## src/rtl/fcwd_map.svh

```systemverilog
// Contract
// - holding-register address field is 16 bits, covering 65536 registers.
// - six-digit numbers 400001..465536 map to protocol addresses 0..65535.
// - five-digit numbers 40001..49999 reach 400001..409999 only; higher unreachable.
// - registers of 32-bit parameters are refused under five-digit numbering.
// - profile select: converting profile decodes bits, pass-through passes word unchanged.
// - bit 0 set advances; clear requests ramp stop.
// - bit 1 clear requests coast stop; set leaves operation alone.
// - bit 2 clear requests quick stop; set leaves operation alone.
// - bit 3 set enables operation given run enable; fieldbus may supply it.
// - bit 4 clear forces ramp generator output to zero.
// - bit 5 clear holds ramp generator output.
// - bit 6 clear zeroes ramp input, only when fieldbus is the source.
// - rising edge of bit 7 resets fault, only when fieldbus is source.
// - bit 10 enables fieldbus control; clear keeps last word or locks.
// - bit 11 selects location two, else one, when fieldbus selects location.
// - bits 12 to 15 are user bits passed to application logic.
// - command and state words are 16 bits, 32 under pass-through.
`ifndef FCWD_MAP_SVH
`define FCWD_MAP_SVH
`define FCWD_BIT_RAMP_STOP 0
`define FCWD_BIT_COAST_STOP 1
`define FCWD_BIT_QUICK_STOP 2
`define FCWD_BIT_RUN 3
`define FCWD_BIT_OUT_ZERO 4
`define FCWD_BIT_HOLD 5
`define FCWD_BIT_IN_ZERO 6
`define FCWD_BIT_RESET 7
`define FCWD_BIT_REMOTE 10
`define FCWD_BIT_LOCATION 11
`define FCWD_USER_HI 15
`define FCWD_USER_LO 12
`define FCWD_SIX_BASE 20'h61a81
`define FCWD_SIX_TOP 20'h71a80
`define FCWD_FIVE_BASE 20'h09c41
`define FCWD_FIVE_TOP 20'h0c34f
`define FCWD_WORD_RESET 32'h0000_0000
`define FCWD_REF_RESET 32'h0000_0000
`endif

```

## src/rtl/fcwd_pkg.sv

```systemverilog
package fcwd_pkg;
  typedef enum logic {
    FCWD_CONVERTING,
    FCWD_PASSTHROUGH
  } fcwd_profile_type;
  typedef enum logic {
    FCWD_SIX_DIGIT,
    FCWD_FIVE_DIGIT
  } fcwd_numbering_type;
endpackage

```

## src/rtl/fcwd_decoder.sv

```systemverilog
`timescale 1ns/1ps
`include "fcwd_map.svh"
module fcwd_decoder (
  input wire logic clk,
  input wire logic rst,
  input wire fcwd_pkg::fcwd_profile_type profileSel,
  input wire fcwd_pkg::fcwd_numbering_type numberingSel,
  input wire logic wordWrite,
  input wire logic [31:0] commandWord,
  input wire logic [31:0] referenceIn,
  input wire logic [19:0] registerNumber,
  input wire logic registerIs32,
  input wire logic fieldbusRunEnableSrc,
  input wire logic fieldbusInZeroSrc,
  input wire logic fieldbusResetSrc,
  input wire logic fieldbusLocationSrc,
  input wire logic runEnableIn,
  output logic [15:0] registerAddr_r,
  output logic registerValid_r,
  output logic rampStopReq_r,
  output logic coastStopReq_r,
  output logic quickStopReq_r,
  output logic operationEnable_r,
  output logic rampOutZero_r,
  output logic rampHold_r,
  output logic rampInZero_r,
  output logic faultReset_r,
  output logic remoteControl_r,
  output logic lockRefRamps_r,
  output logic locationSelect_r,
  output logic [3:0] userBits_r,
  output logic [31:0] driveWord_r,
  output logic [31:0] heldReference_r
);
  import fcwd_pkg::*;

  logic [31:0] commandWordReg_r;
  logic [31:0] prevWord_r;
  logic pendingEdge_r;
  logic [31:0] writeReference_r;
  logic [15:0] registerAddr_nxt;
  logic registerValid_nxt;

  function automatic logic cbit(input logic [31:0] w, input int idx);
    return w[idx];
  endfunction

  // address translation
  always_comb begin
    registerAddr_nxt = 16'h0000;
    registerValid_nxt = 1'b0;
    if (numberingSel == FCWD_SIX_DIGIT) begin
      if (registerNumber >= `FCWD_SIX_BASE && registerNumber <= `FCWD_SIX_TOP) begin
        registerAddr_nxt = 16'(registerNumber - `FCWD_SIX_BASE);
        registerValid_nxt = 1'b1;
      end
    end else begin
      if (registerNumber >= `FCWD_FIVE_BASE && registerNumber <= `FCWD_FIVE_TOP
          && !registerIs32) begin
        registerAddr_nxt = 16'(registerNumber - `FCWD_FIVE_BASE);
        registerValid_nxt = 1'b1;
      end
    end
  end

  always_ff @(posedge clk) begin
    if (rst) begin
      registerAddr_r <= 16'h0000;
      registerValid_r <= 1'b0;
    end else begin
      registerAddr_r <= registerAddr_nxt;
      registerValid_r <= registerValid_nxt;
    end
  end

  // command word capture
  always_ff @(posedge clk) begin
    if (rst) begin
      commandWordReg_r <= `FCWD_WORD_RESET;
      prevWord_r <= `FCWD_WORD_RESET;
      heldReference_r <= `FCWD_REF_RESET;
      writeReference_r <= `FCWD_REF_RESET;
      pendingEdge_r <= 1'b0;
    end else begin
      pendingEdge_r <= wordWrite;
      if (wordWrite) begin
        prevWord_r <= commandWordReg_r;
        // reference of the latest write, held or not, decides the lock
        writeReference_r <= referenceIn;
        if (profileSel == FCWD_PASSTHROUGH) begin
          commandWordReg_r <= commandWord;
        end else begin
          commandWordReg_r <= {16'h0000, commandWord[15:0]};
        end
        if (profileSel == FCWD_PASSTHROUGH || commandWord[`FCWD_BIT_REMOTE]) begin
          heldReference_r <= referenceIn;
        end
      end
    end
  end

  // converting profile decode
  always_ff @(posedge clk) begin
    if (rst) begin
      rampStopReq_r <= 1'b1;
      coastStopReq_r <= 1'b1;
      quickStopReq_r <= 1'b1;
      operationEnable_r <= 1'b0;
      rampOutZero_r <= 1'b1;
      rampHold_r <= 1'b1;
      rampInZero_r <= 1'b1;
      faultReset_r <= 1'b0;
      remoteControl_r <= 1'b0;
      lockRefRamps_r <= 1'b0;
      locationSelect_r <= 1'b0;
      userBits_r <= 4'h0;
      driveWord_r <= `FCWD_WORD_RESET;
    end else begin
      faultReset_r <= 1'b0;
      if (profileSel == FCWD_PASSTHROUGH) begin
        driveWord_r <= commandWordReg_r;
      end else begin
        driveWord_r <= `FCWD_WORD_RESET;
        if (cbit(commandWordReg_r, `FCWD_BIT_REMOTE)) begin
          remoteControl_r <= 1'b1;
          lockRefRamps_r <= 1'b0;
          rampStopReq_r <= !cbit(commandWordReg_r, `FCWD_BIT_RAMP_STOP);
          coastStopReq_r <= !cbit(commandWordReg_r, `FCWD_BIT_COAST_STOP);
          quickStopReq_r <= !cbit(commandWordReg_r, `FCWD_BIT_QUICK_STOP);
          operationEnable_r <= cbit(commandWordReg_r, `FCWD_BIT_RUN)
              && (fieldbusRunEnableSrc || runEnableIn);
          rampOutZero_r <= !cbit(commandWordReg_r, `FCWD_BIT_OUT_ZERO);
          rampHold_r <= !cbit(commandWordReg_r, `FCWD_BIT_HOLD);
          rampInZero_r <= fieldbusInZeroSrc
              && !cbit(commandWordReg_r, `FCWD_BIT_IN_ZERO);
          if (pendingEdge_r && fieldbusResetSrc && cbit(commandWordReg_r, `FCWD_BIT_RESET)
              && !cbit(prevWord_r, `FCWD_BIT_RESET)) begin
            faultReset_r <= 1'b1;
          end
          if (fieldbusLocationSrc) begin
            locationSelect_r <= cbit(commandWordReg_r, `FCWD_BIT_LOCATION);
          end
          userBits_r <= commandWordReg_r[`FCWD_USER_HI:`FCWD_USER_LO];
        end else begin
          remoteControl_r <= 1'b0;
          // zero word and reference: lock; remoteControl_r and faultReset_r clear, driveWord_r is zero, other outputs keep last values
          lockRefRamps_r <= (commandWordReg_r[15:0] == 16'h0000)
              && (writeReference_r == `FCWD_REF_RESET);
        end
      end
    end
  end
endmodule // fcwd_decoder

```

## config.mk

```make
export PLATFORM = sky130hd
export DESIGN_NAME = fcwd_decoder
export DESIGN_NICKNAME = d
export VERILOG_FILES = /design/src/rtl/fcwd_pkg.sv /design/src/rtl/fcwd_decoder.sv
export VERILOG_INCLUDE_DIRS = /design/src /design/src/rtl
export SDC_FILE = /design/constraint.sdc
export NUM_CORES = 1
export LEC_CHECK = 0
export BUFFER_PORTS_ARGS = -buffer_cell sky130_fd_sc_hd__buf_2
export CAP_MARGIN = 10
export CORE_AREA = 2 2 90 135
export DETAILED_ROUTE_END_ITERATION = 6
export DIE_AREA = 0 0 92 137
export HOLD_SLACK_MARGIN = 0.08
export PLACE_DENSITY = 0.86
export RECOVER_POWER = 100
export SETUP_SLACK_MARGIN = 0.02
export SYNTH_ARGS = -nofsm -noshare
export SYNTH_HDL_FRONTEND = slang
export SYNTH_SLANG_ARGS = --single-unit
```

## constraint.sdc

```tcl
create_clock -name clk -period 6.4 [get_ports clk]
set_input_delay 1.28 -clock clk [delete_from_list [all_inputs] [get_ports clk]]
set_output_delay 1.28 -clock clk [all_outputs]
set_load 0.02 [all_outputs]
```

======== Word-level counts from Yosys, hierarchy flattened ========
Cells that the tools add are included.
operators by class
  add/subtract/negate cells ............... 2
  $lt $le $gt $ge ......................... 4
  mux-type cells .......................... 10
  bitwise operators ....................... 2
  reductions and logical operators ........ 26
operator list
  cell                                                                                 count
  16-bit two-way mux                                                                   3
  32-bit zero test                                                                     1
  32-bit two-way mux                                                                   1
  20-bit by 16-bit >= comparator with 1-bit output (second input constant)             1
  20-bit by 19-bit >= comparator with 1-bit output (second input constant)             1
  20-bit by 16-bit less-or-equal comparator with 1-bit output (second input constant)  1
  20-bit by 19-bit less-or-equal comparator with 1-bit output (second input constant)  1
  16-bit zero test                                                                     1
  16-bit by 13-bit subtractor with 16-bit output (second input constant)               1
  16-bit subtractor (second input constant)                                            1
  1-bit logical AND                                                                    9
  1-bit zero test                                                                      8
  1-bit two-way mux                                                                    6
  2-bit AND reduction                                                                  2
  3-bit AND reduction                                                                  1
  3-bit OR reduction                                                                   1
  1-bit logical OR                                                                     2
  1-bit inverter                                                                       2
  2-bit OR reduction                                                                   1
word-level totals
  register bits ........................... 169
  input port bits ......................... 95
  output and inout port bits .............. 96
  logic and storage cells ................. 64

======== Depth between registers and ports, before layout ========
Gate-level depths: netlist of run 1.
  depth in word-level cells ............... 5
  mapped depth ............................ 8
  gate-level depth less buffers ........... 8

======== Worst setup path after synthesis of run 1 ========
Ideal clock, no wire load.
  kind .................................... in2reg
  from .................................... in registerNumber[4]
  to ...................................... reg registerAddr_r[7]
  setup time .............................. 77 ps
  arrival time ............................ 2,967 ps
  data required time ...................... 6,323 ps
  setup slack ............................. 3,356 ps
  stages .................................. 6
  buffers on the path ..................... 0
  cells stage by stage .................... nor4_4 > nand4_2 > a2111oi_4 > o21ai_2 > or4_4 > a41oi_2
on the way
  longest elaborated chain between the ends .. 5
  elaborated cells between the ends (all ways) .. 12
  classes of those cells .................. 2 x add/sub; 4 x order compare; 3 x mux; 3 x reduce/logical
RTL lines
  what                                                                                                                                              RTL line            text
  from (decl)                                                                                                                                       fcwd_decoder.sv:11  input wire logic [19:0] registerNumber,
  20-bit by 16-bit >= comparator with 1-bit output (no source line) or 20-bit by 16-bit less-or-equal comparator with 1-bit output (tied branches)  -
  1-bit logical AND (no source line)                                                                                                                -
  1-bit logical AND                                                                                                                                 fcwd_decoder.sv:58  if (registerNumber >= `FCWD_FIVE_BASE && registerNumber <= `FCWD_FIVE_TOP
  16-bit two-way mux                                                                                                                                fcwd_decoder.sv:58
  16-bit two-way mux *                                                                                                                              fcwd_decoder.sv:52  if (numberingSel == FCWD_SIX_DIGIT) begin
  to (signal assigned)                                                                                                                              fcwd_decoder.sv:71  registerAddr_r <= registerAddr_nxt;
  to (decl)                                                                                                                                         fcwd_decoder.sv:18  output logic [15:0] registerAddr_r,
Every way passes the cells marked *; elsewhere a longest branch is shown, timed or not.
A chain may end at the register's enable or synchronous reset.

======== Worst setup path after layout of run 1 ========
  from .................................... in registerNumber[4]
  to ...................................... reg registerAddr_r[5]
Same word-level chain as after synthesis.

==> impl_metrics.py, run 1 <==
metrics = {
    "hold_path": {
        "hold_end": "faultReset_r$_SDFF_PP0_",
        "holdPathStages": 1,
        "hp-class": "flop to flop",
        "min_from": "prevWord_r[7]$_SDFFE_PP0P_",
    },
    "pwr": {
        "leakage_nw": 3.134,
        "clkPwrFrac": 0.424,
        "ir_worst_vdd_mv": 0.1832,
        "p_total_w": 0.002248,
        "powerDensity_nw_per_um2": 297.9,
        "combPwrFrac": 0.098,
        "p_int_w": 0.001675,
        "seq_power_share": 0.478,
        "swShare": 0.2549,
        "p_switching_w": 0.0005730,
    },
    "sta": {
        "worst_slack_ps": 2099,
        "drv_slew": 106,
        "max_freq_mhz": 232.5,
        "setup_viol": 0,
        "setup_tns_ps": 0,
        "tightestPinTransition_ps": 3004,
        "whs_ps": 433.0,
        "slew-limit-headroom": -1.003,
        "min_period_ps": 4301,
        "final_hold_viol_count": 0,
        "rsz0062_at_grt": "false",
        "fin_crit_sh": 0.6720,
        "finalClockSkew_ps": 10.16,
    },
    "detailed_routing": {
        "via_per_inst": 5.271,
        "wl_per_cell_um": 14.90,
        "routed-via-count": 5308,
        "drc": 0,
        "wl_met2_mm": 7.871,
        "drt_iter0_markers": 233,
        "met3_length_um": 847,
        "dr.max_layer_used": "met4",
        "antenna_left": 0,
        "drtPass1Iterations": 5,
        "routed_wl_mm": 15.01,
        "wl_met1_mm": 5.946,
    },
    "layout": {
        "final_cell_mix": "162 x dfxtp_1, 101 x clkbuf_1, 96 x nand2_1",
        "final_common_cell": "dfxtp_1",
        "nNetsFinal": 943,
        "n_fill_cell": 996,
        "n_antenna_cell": 0,
        "area_delta_synth_final_pct": 21.91,
        "multi_input_area_um2": 2688,
        "regArea_um2": 3243,
        "drive_gt1_frac": 0.1564,
    },
    "synthesis": {
        "yosysSeqAreaShare": 0.5240,
        "synth_edf_count": 0,
        "synth_warnings": 0,
        "synth_seq_cells": 162,
        "syn_nets": 774,
        "avgSynthCellArea_um2": 9.156,
        "syn_inst": 676,
        "synth_area_um2": 6190,
        "async_reset_ff_frac": 0,
        "synth_cell_types": 59,
        "synthFlopType": "dfxtp_1",
    },
    "worst_setup_path": {
        "crit_fanout": 12,
        "worstPathRequired_ps": 6730,
        "endpoint_kind": "flop",
        "rr_endpoint": "locationSelect_r$_SDFFE_PP0P_",
        "crit-reg2reg-launch": "commandWordReg_r[10]$_SDFFE_PP0P_",
        "worstPathArrival_ps": 4630,
        "rrSetupSlack_ps": 4860,
        "critPathKind": "primary input to flop",
        "cp-start-kind": "primary input",
        "reg2reg_depth": 4,
    },
    "global_route": {
        "grt_max_degree": 72,
        "overflow": 0,
        "grtUsageTotal": 0.2369,
        "antenna_found_initial": 0,
        "grt_pass1_wl_mm": 23.75,
        "grt_pass1_vias": 5044,
    },
    "placement": {
        "portBuffers": 190,
        "post-place-ws_ps": 2862,
        "globalplace.congestion": 0.8854,
        "hpwl_mm": 10.73,
    },
    "cts": {
        "hold_buffers": 0,
        "cts_inserted_buffers": 17,
        "cts_tree": "yes",
        "ctsLongestPathBuffers": 2,
        "cts-root-buf": "clkbuf_16",
        "cts.sinks": 162,
        "postCtsSetupBuffers": 0,
        "clk_pin_slew_ps": 60,
        "cts.repair.resized": 0,
        "clk_latency_ps": 400,
        "cts_htree_levels": 4,
    },
    "run_status": {
        "outcome": "complete, but fails checks",
        "violations": "capacitance limit, slew limit",
    },
    "floorplan": {
        "die_w_um": 92,
        "initial_core_util": 0.5424,
        "dieArea_um2": 12600,
        "row_count": 48,
        "ioPinCount": 191,
        "core_area_um2": 11410,
        "dieHeight_um": 137,
    },
    "run": {
        "drv_cap": 2,
    },
}
worst max-delay path, stage by stage:
cell	delay [ps]
clkbuf_1	130
nor4_1	830
nand4_2	180
a2111oi_0	1100
o21a_1	490
o21ai_0	390
a21oi_1	230
worst max-delay path by stage:
| stage | end | cells after the start | slack (ps) | start |
|---|---|---|---|---|
| 5_1_grt | registerAddr_r[5]$_SDFF_PP0_ | 7 | 1760 | registerNumber[4] |
| 2_1_floorplan | registerAddr_r[7]$_SDFF_PP0_ | 6 | 3360 | registerNumber[4] |
| 3_5_place_dp | registerAddr_r[5]$_SDFF_PP0_ | 7 | 2860 | registerNumber[4] |
| 4_1_cts | registerAddr_r[5]$_SDFF_PP0_ | 7 | 3290 | registerNumber[4] |
| 6_report | registerAddr_r[5]$_SDFF_PP0_ | 7 | 2100 | registerNumber[4] |
| 3_3_place_gp | heldReference_r[15]$_SDFFE_PP0P_ | 4 | 2940 | wordWrite |
power groups by stage:
stage	clock network [W]	logic, W	registers, W
floorplan	0	0.000121	0.00112
global placement	0	0.000225	0.00109
detailed placement	0	0.000229	0.00110
CTS	0.000970	0.000230	0.00107
global route	0.00101	0.000245	0.00108
finish	0.000953	0.000221	0.00107
per-layer routing:
metal  vias to the layer above  global-route usage
met5                         -                   0
met4                         0              0.1020
met3                        24             0.05452
met2                       185              0.4265
met1                      2471              0.2672
li1                       2628                   -
logic make-up (layout without fill, tap and decap cells):
| family | count (synthesis) | in the layout | synth area share |
|---|---|---|---|
| AOI/OAI and AO/OA | 113 | 113 | 0.1146 |
| xor gates and xnor gates | 8 | 8 | 0.01132 |
| adders and majority gates | 3 | 3 | 0.006065 |
| buffers and inverters | 49 | 230 | 0.03638 |
| DFF | 162 | 162 | 0.5240 |
| muxes | 50 | 50 | 0.08086 |
| and+or+nand+nor | 291 | 291 | 0.2268 |
flip-flops by register name, indices dropped and copies added, names as in the netlist:
name	flops
commandWordReg_r	32
driveWord_r	32
heldReference_r	32
writeReference_r	32
registerAddr_r	16
userBits_r	4
coastStopReq_r	1
faultReset_r	1
locationSelect_r	1
lockRefRamps_r	1
operationEnable_r	1
pendingEdge_r	1
prevWord_r	1
quickStopReq_r	1
rampHold_r	1
rampInZero_r	1
rampOutZero_r	1
rampStopReq_r	1
registerValid_r	1
remoteControl_r	1
area by class of cell:
type | count | area share
Tap cell | 150 | 0.02487
Inverter | 7 | 0.003482
Clock buffer | 18 | 0.05687
Sequential cell | 162 | 0.4298
Timing Repair Buffer | 192 | 0.1118
Clock inverter | 13 | 0.01708
Multi-Input combinational cell | 465 | 0.3562
metrics by stage:
stage	instance area (µm²)	instances	util
6_report	7546	1007	0.6613
4_1_cts	7714	1007	0.6760
3_3_place_gp	7156	976	0.6271
5_1_grt	7546	1007	0.6613
3_5_place_dp	7156	976	0.6271
2_1_floorplan	6190	676	-
cells in the mapped netlist (all sizes together) (2+ instances only):
cell | number | area [µm²]
a2111oi | 2 | 42.54
a211oi | 3 | 22.52
a21boi | 2 | 15.02
a21oi | 64 | 320.3
a221oi | 2 | 23.77
a22oi | 3 | 22.52
a311oi | 2 | 17.52
a31oi | 4 | 25.02
and2 | 34 | 212.7
and3 | 2 | 12.51
and4 | 2 | 18.77
buf | 12 | 76.31
clkbuf | 30 | 122.6
dfxtp | 162 | 3243
ha | 3 | 37.54
inv | 7 | 26.28
mux2i | 50 | 500.5
nand2 | 96 | 360.4
nand2b | 5 | 31.28
nand3 | 11 | 55.05
nand4 | 5 | 37.53
nor2 | 85 | 319.1
nor2b | 19 | 118.9
nor3 | 4 | 25.02
nor3b | 2 | 15.01
nor4 | 15 | 108.9
nor4b | 2 | 17.52
o211ai | 6 | 45.04
o21a | 3 | 22.52
o21ai | 13 | 68.81
o21bai | 2 | 15.01
or2 | 3 | 18.77
or4 | 3 | 26.27
xnor2 | 4 | 35.03
xor2 | 4 | 35.03
(Power assumes the default switching activity.)
==> run 2, diff against run 1 <==
--- a/config.mk
+++ b/config.mk
@@ -6,13 +6,14 @@
 export SDC_FILE = /design/constraint.sdc
 export NUM_CORES = 1
 export LEC_CHECK = 0
+export ABC_AREA = 1
 export BUFFER_PORTS_ARGS = -buffer_cell sky130_fd_sc_hd__buf_2
 export CAP_MARGIN = 10
-export CORE_AREA = 2 2 90 135
+export CORE_AREA = 2 2 101 152
 export DETAILED_ROUTE_END_ITERATION = 6
-export DIE_AREA = 0 0 92 137
+export DIE_AREA = 0 0 103 154
 export HOLD_SLACK_MARGIN = 0.08
-export PLACE_DENSITY = 0.86
+export PLACE_DENSITY = 0.77
 export RECOVER_POWER = 100
 export SETUP_SLACK_MARGIN = 0.02
 export SYNTH_ARGS = -nofsm -noshare
==> constraint.sdc (replaced) <==
create_clock -name clk -period 3.6 [get_ports clk]
set_input_delay 0.72 -clock clk [delete_from_list [all_inputs] [get_ports clk]]
set_output_delay 0.72 -clock clk [all_outputs]
set_load 0.02 [all_outputs]
==> run 2 against run 1 <==
Effect of this change:
- the flow still finishes with violations (capacitance limit, slew limit)
- clock power is 86% higher
- via count is 22% higher
- sequential power is 80% higher
- total power is 87% higher
- synthesized cell count is 34% higher
- register-to-register slack worse by 3000 ps
- sequential share of layout area is 3.5 points lower
- clock skew hardly changed
- core utilization is 9.4 points lower
==> impl_metrics.py, run 2 <==
metrics = {
    "synthesis": {
        "async_reset_ff_frac": 0,
        "synth_cell_types": 31,
        "yosysMostFrequentCell": "nor2_1",
        "syn_inst": 905,
        "syn_nets": 1003,
        "synthTopCellsByArea": "dfxtp_1 48%, nor2_1 9.8%, o21ai_0 7.0%",
        "avgSynthCellArea_um2": 7.441,
        "synthFlopType": "dfxtp_1",
        "synth_warnings": 0,
        "yosysSeqAreaShare": 0.4816,
        "synth_seq_cells": 162,
        "synthDominantCellAreaShare": 0.4816,
        "synth_area_um2": 6734,
        "synth_top_area_cell": "dfxtp_1",
        "synth_edf_count": 0,
        "ys_top_cells_by_count": "175 x nor2_1, 162 x dfxtp_1, 118 x nand2_1, 94 x o21ai_0, 73 x inv_1",
    },
    "layout": {
        "final_area_um2": 8207,
        "final_util": 0.5676,
        "final_cell_mix": "176 x nor2_1, 162 x dfxtp_1, 120 x nand2_1",
        "drive_gt1_frac": 0.1625,
        "area_delta_synth_final_pct": 21.87,
        "nNetsFinal": 1174,
        "n_fill_cell": 1490,
        "n_antenna_cell": 0,
        "final_common_cell": "nor2_1",
    },
    "floorplan": {
        "dieArea_um2": 15860,
        "initial_core_util": 0.4657,
        "die_w_um": 103,
        "row_count": 54,
        "ioPinCount": 191,
        "core_area_um2": 14460,
        "dieHeight_um": 154,
    },
    "cts": {
        "clk_latency_ps": 410,
        "cts_htree_levels": 4,
        "cts_tree": "yes",
        "ctsLongestPathBuffers": 2,
        "cts.sinks": 162,
        "cts.repair.resized": 0,
        "cts_inserted_buffers": 17,
        "hold_buffers": 0,
        "postCtsSetupBuffers": 0,
        "cts-root-buf": "clkbuf_16",
        "clk_pin_slew_ps": 70,
    },
    "worst_setup_path": {
        "worstPathArrival_ps": 2820,
        "critPathKind": "primary input to flop",
        "worstPathRequired_ps": 3840,
        "cp-start-kind": "primary input",
        "endpoint_kind": "flop",
        "crit_fanout": 44,
    },
    "detailed_routing": {
        "wl_per_cell_um": 14.18,
        "drc": 0,
        "drtPass1Iterations": 5,
        "antenna_left": 0,
        "routed_wl_mm": 18.22,
        "drt_iter0_markers": 288,
        "routed-via-count": 6486,
        "via_per_inst": 5.047,
    },
    "run_status": {
        "outcome": "complete, but fails checks",
        "violations": "capacitance limit, slew limit",
    },
    "global_route": {
        "antenna_found_initial": 0,
        "grt_max_degree": 54,
        "grt_pass1_vias": 6125,
        "grtUsageTotal": 0.2323,
        "overflow": 0,
        "grt_pass1_wl_mm": 29.38,
    },
    "sta": {
        "drv_slew": 33,
        "max_freq_mhz": 387.7,
        "finalClockSkew_ps": 10.27,
        "setup_viol": 0,
        "rsz0062_at_grt": "false",
        "slew-limit-headroom": -0.01752,
        "tightestPinTransition_ps": 1526,
        "final_hold_viol_count": 0,
        "setup_tns_ps": 0,
        "fin_crit_sh": 0.7165,
        "min_period_ps": 2579,
    },
    "pwr": {
        "p_int_w": 0.002994,
        "p_switching_w": 0.001209,
        "swShare": 0.2877,
        "clkPwrFrac": 0.422,
        "seq_power_share": 0.459,
        "ir_worst_vdd_mv": 0.2952,
        "powerDensity_nw_per_um2": 512.1,
        "leakage_nw": 3.498,
        "combPwrFrac": 0.119,
    },
    "placement": {
        "placed_cell_area_um2": 7776,
        "hpwl_mm": 13.28,
        "globalplace.congestion": 1.042,
        "portBuffers": 190,
    },
    "run": {
        "drv_cap": 1,
    },
    "hold_path": {
        "hp-class": "flop to flop",
    },
}
==> run 2: logic make-up (layout without fill, tap and decap cells) <==
group	count (synthesis)	count (layout)	synth area share
AO/OA/AOI/OAI	172	172	0.1338
XOR/XNOR	8	8	0.01041
adder cells (fa/ha/maj)	3	3	0.005575
buffers and inverters	131	315	0.07989
flip-flops	162	162	0.4816
AND/OR/NAND/NOR	429	429	0.2887
==> run 2: layer usage <==
layer	part of all wire	up-vias	global-route usage	routed length, µm
li1	-	3266	-	-
met1	0.40	2944	0.2758	7285
met2	0.50	221	0.3924	9161
met3	0.058	55	0.04273	1055
met4	0.040	0	0.1172	722
met5	0	-	0	0
==> run 2: power groups by stage <==
stage / Combinational, W / Clock (W) / Sequential, W
global route: 0.000560 / 0.00189 / 0.00194
detailed placement: 0.000514 / 0 / 0.00197
CTS: 0.000516 / 0.00181 / 0.00193
floorplan: 0.000270 / 0 / 0.00202
global placement: 0.000506 / 0 / 0.00197
finish: 0.000499 / 0.00177 / 0.00193
==> run 2: final timing paths <==
path	from	to	slack, ps	cells past startpoint
hold reg to reg	commandWordReg_r[29]$_SDFFE_PP0P_	driveWord_r[29]$_SDFF_PP0_	420	2
setup / recovery	wordWrite	commandWordReg_r[7]$_SDFFE_PP0P_	1020	5
setup reg to reg	commandWordReg_r[10]$_SDFFE_PP0P_	quickStopReq_r$_SDFFE_PP1P_	1860	6
hold / removal	commandWordReg_r[29]$_SDFFE_PP0P_	driveWord_r[29]$_SDFF_PP0_	420	2
==> run 2: layout make-up <==
type                       count  area [µm²]  area share
sequential                   162        3243      0.3952
inverter                      85       324.1     0.03949
multi-input combinational    612        2930      0.3571
tap                          196       245.2     0.02988
timing repair buffer         198       869.6      0.1060
clock buffer                  18       439.2     0.05351
clock inverter                14       155.1     0.01891
==> run 2: critical path: stages <==
cell and delay [ps]:
buf_2 580, inv_1 470, clkbuf_1 570, o21ai_0 370, a21oi_1 80
==> run 2: stage by stage <==
step           power, W  instances  setup WS [ps]  hold WS [ps]
2_1_floorplan  0.002287        905           1640         393.5
3_3_place_gp   0.002473       1253           1167         406.5
3_5_place_dp   0.002480       1253           1101         412.0
4_1_cts        0.004253       1285           1529         421.7
5_1_grt        0.004392       1285          786.8         435.2
6_report       0.004203       1285           1021         421.3
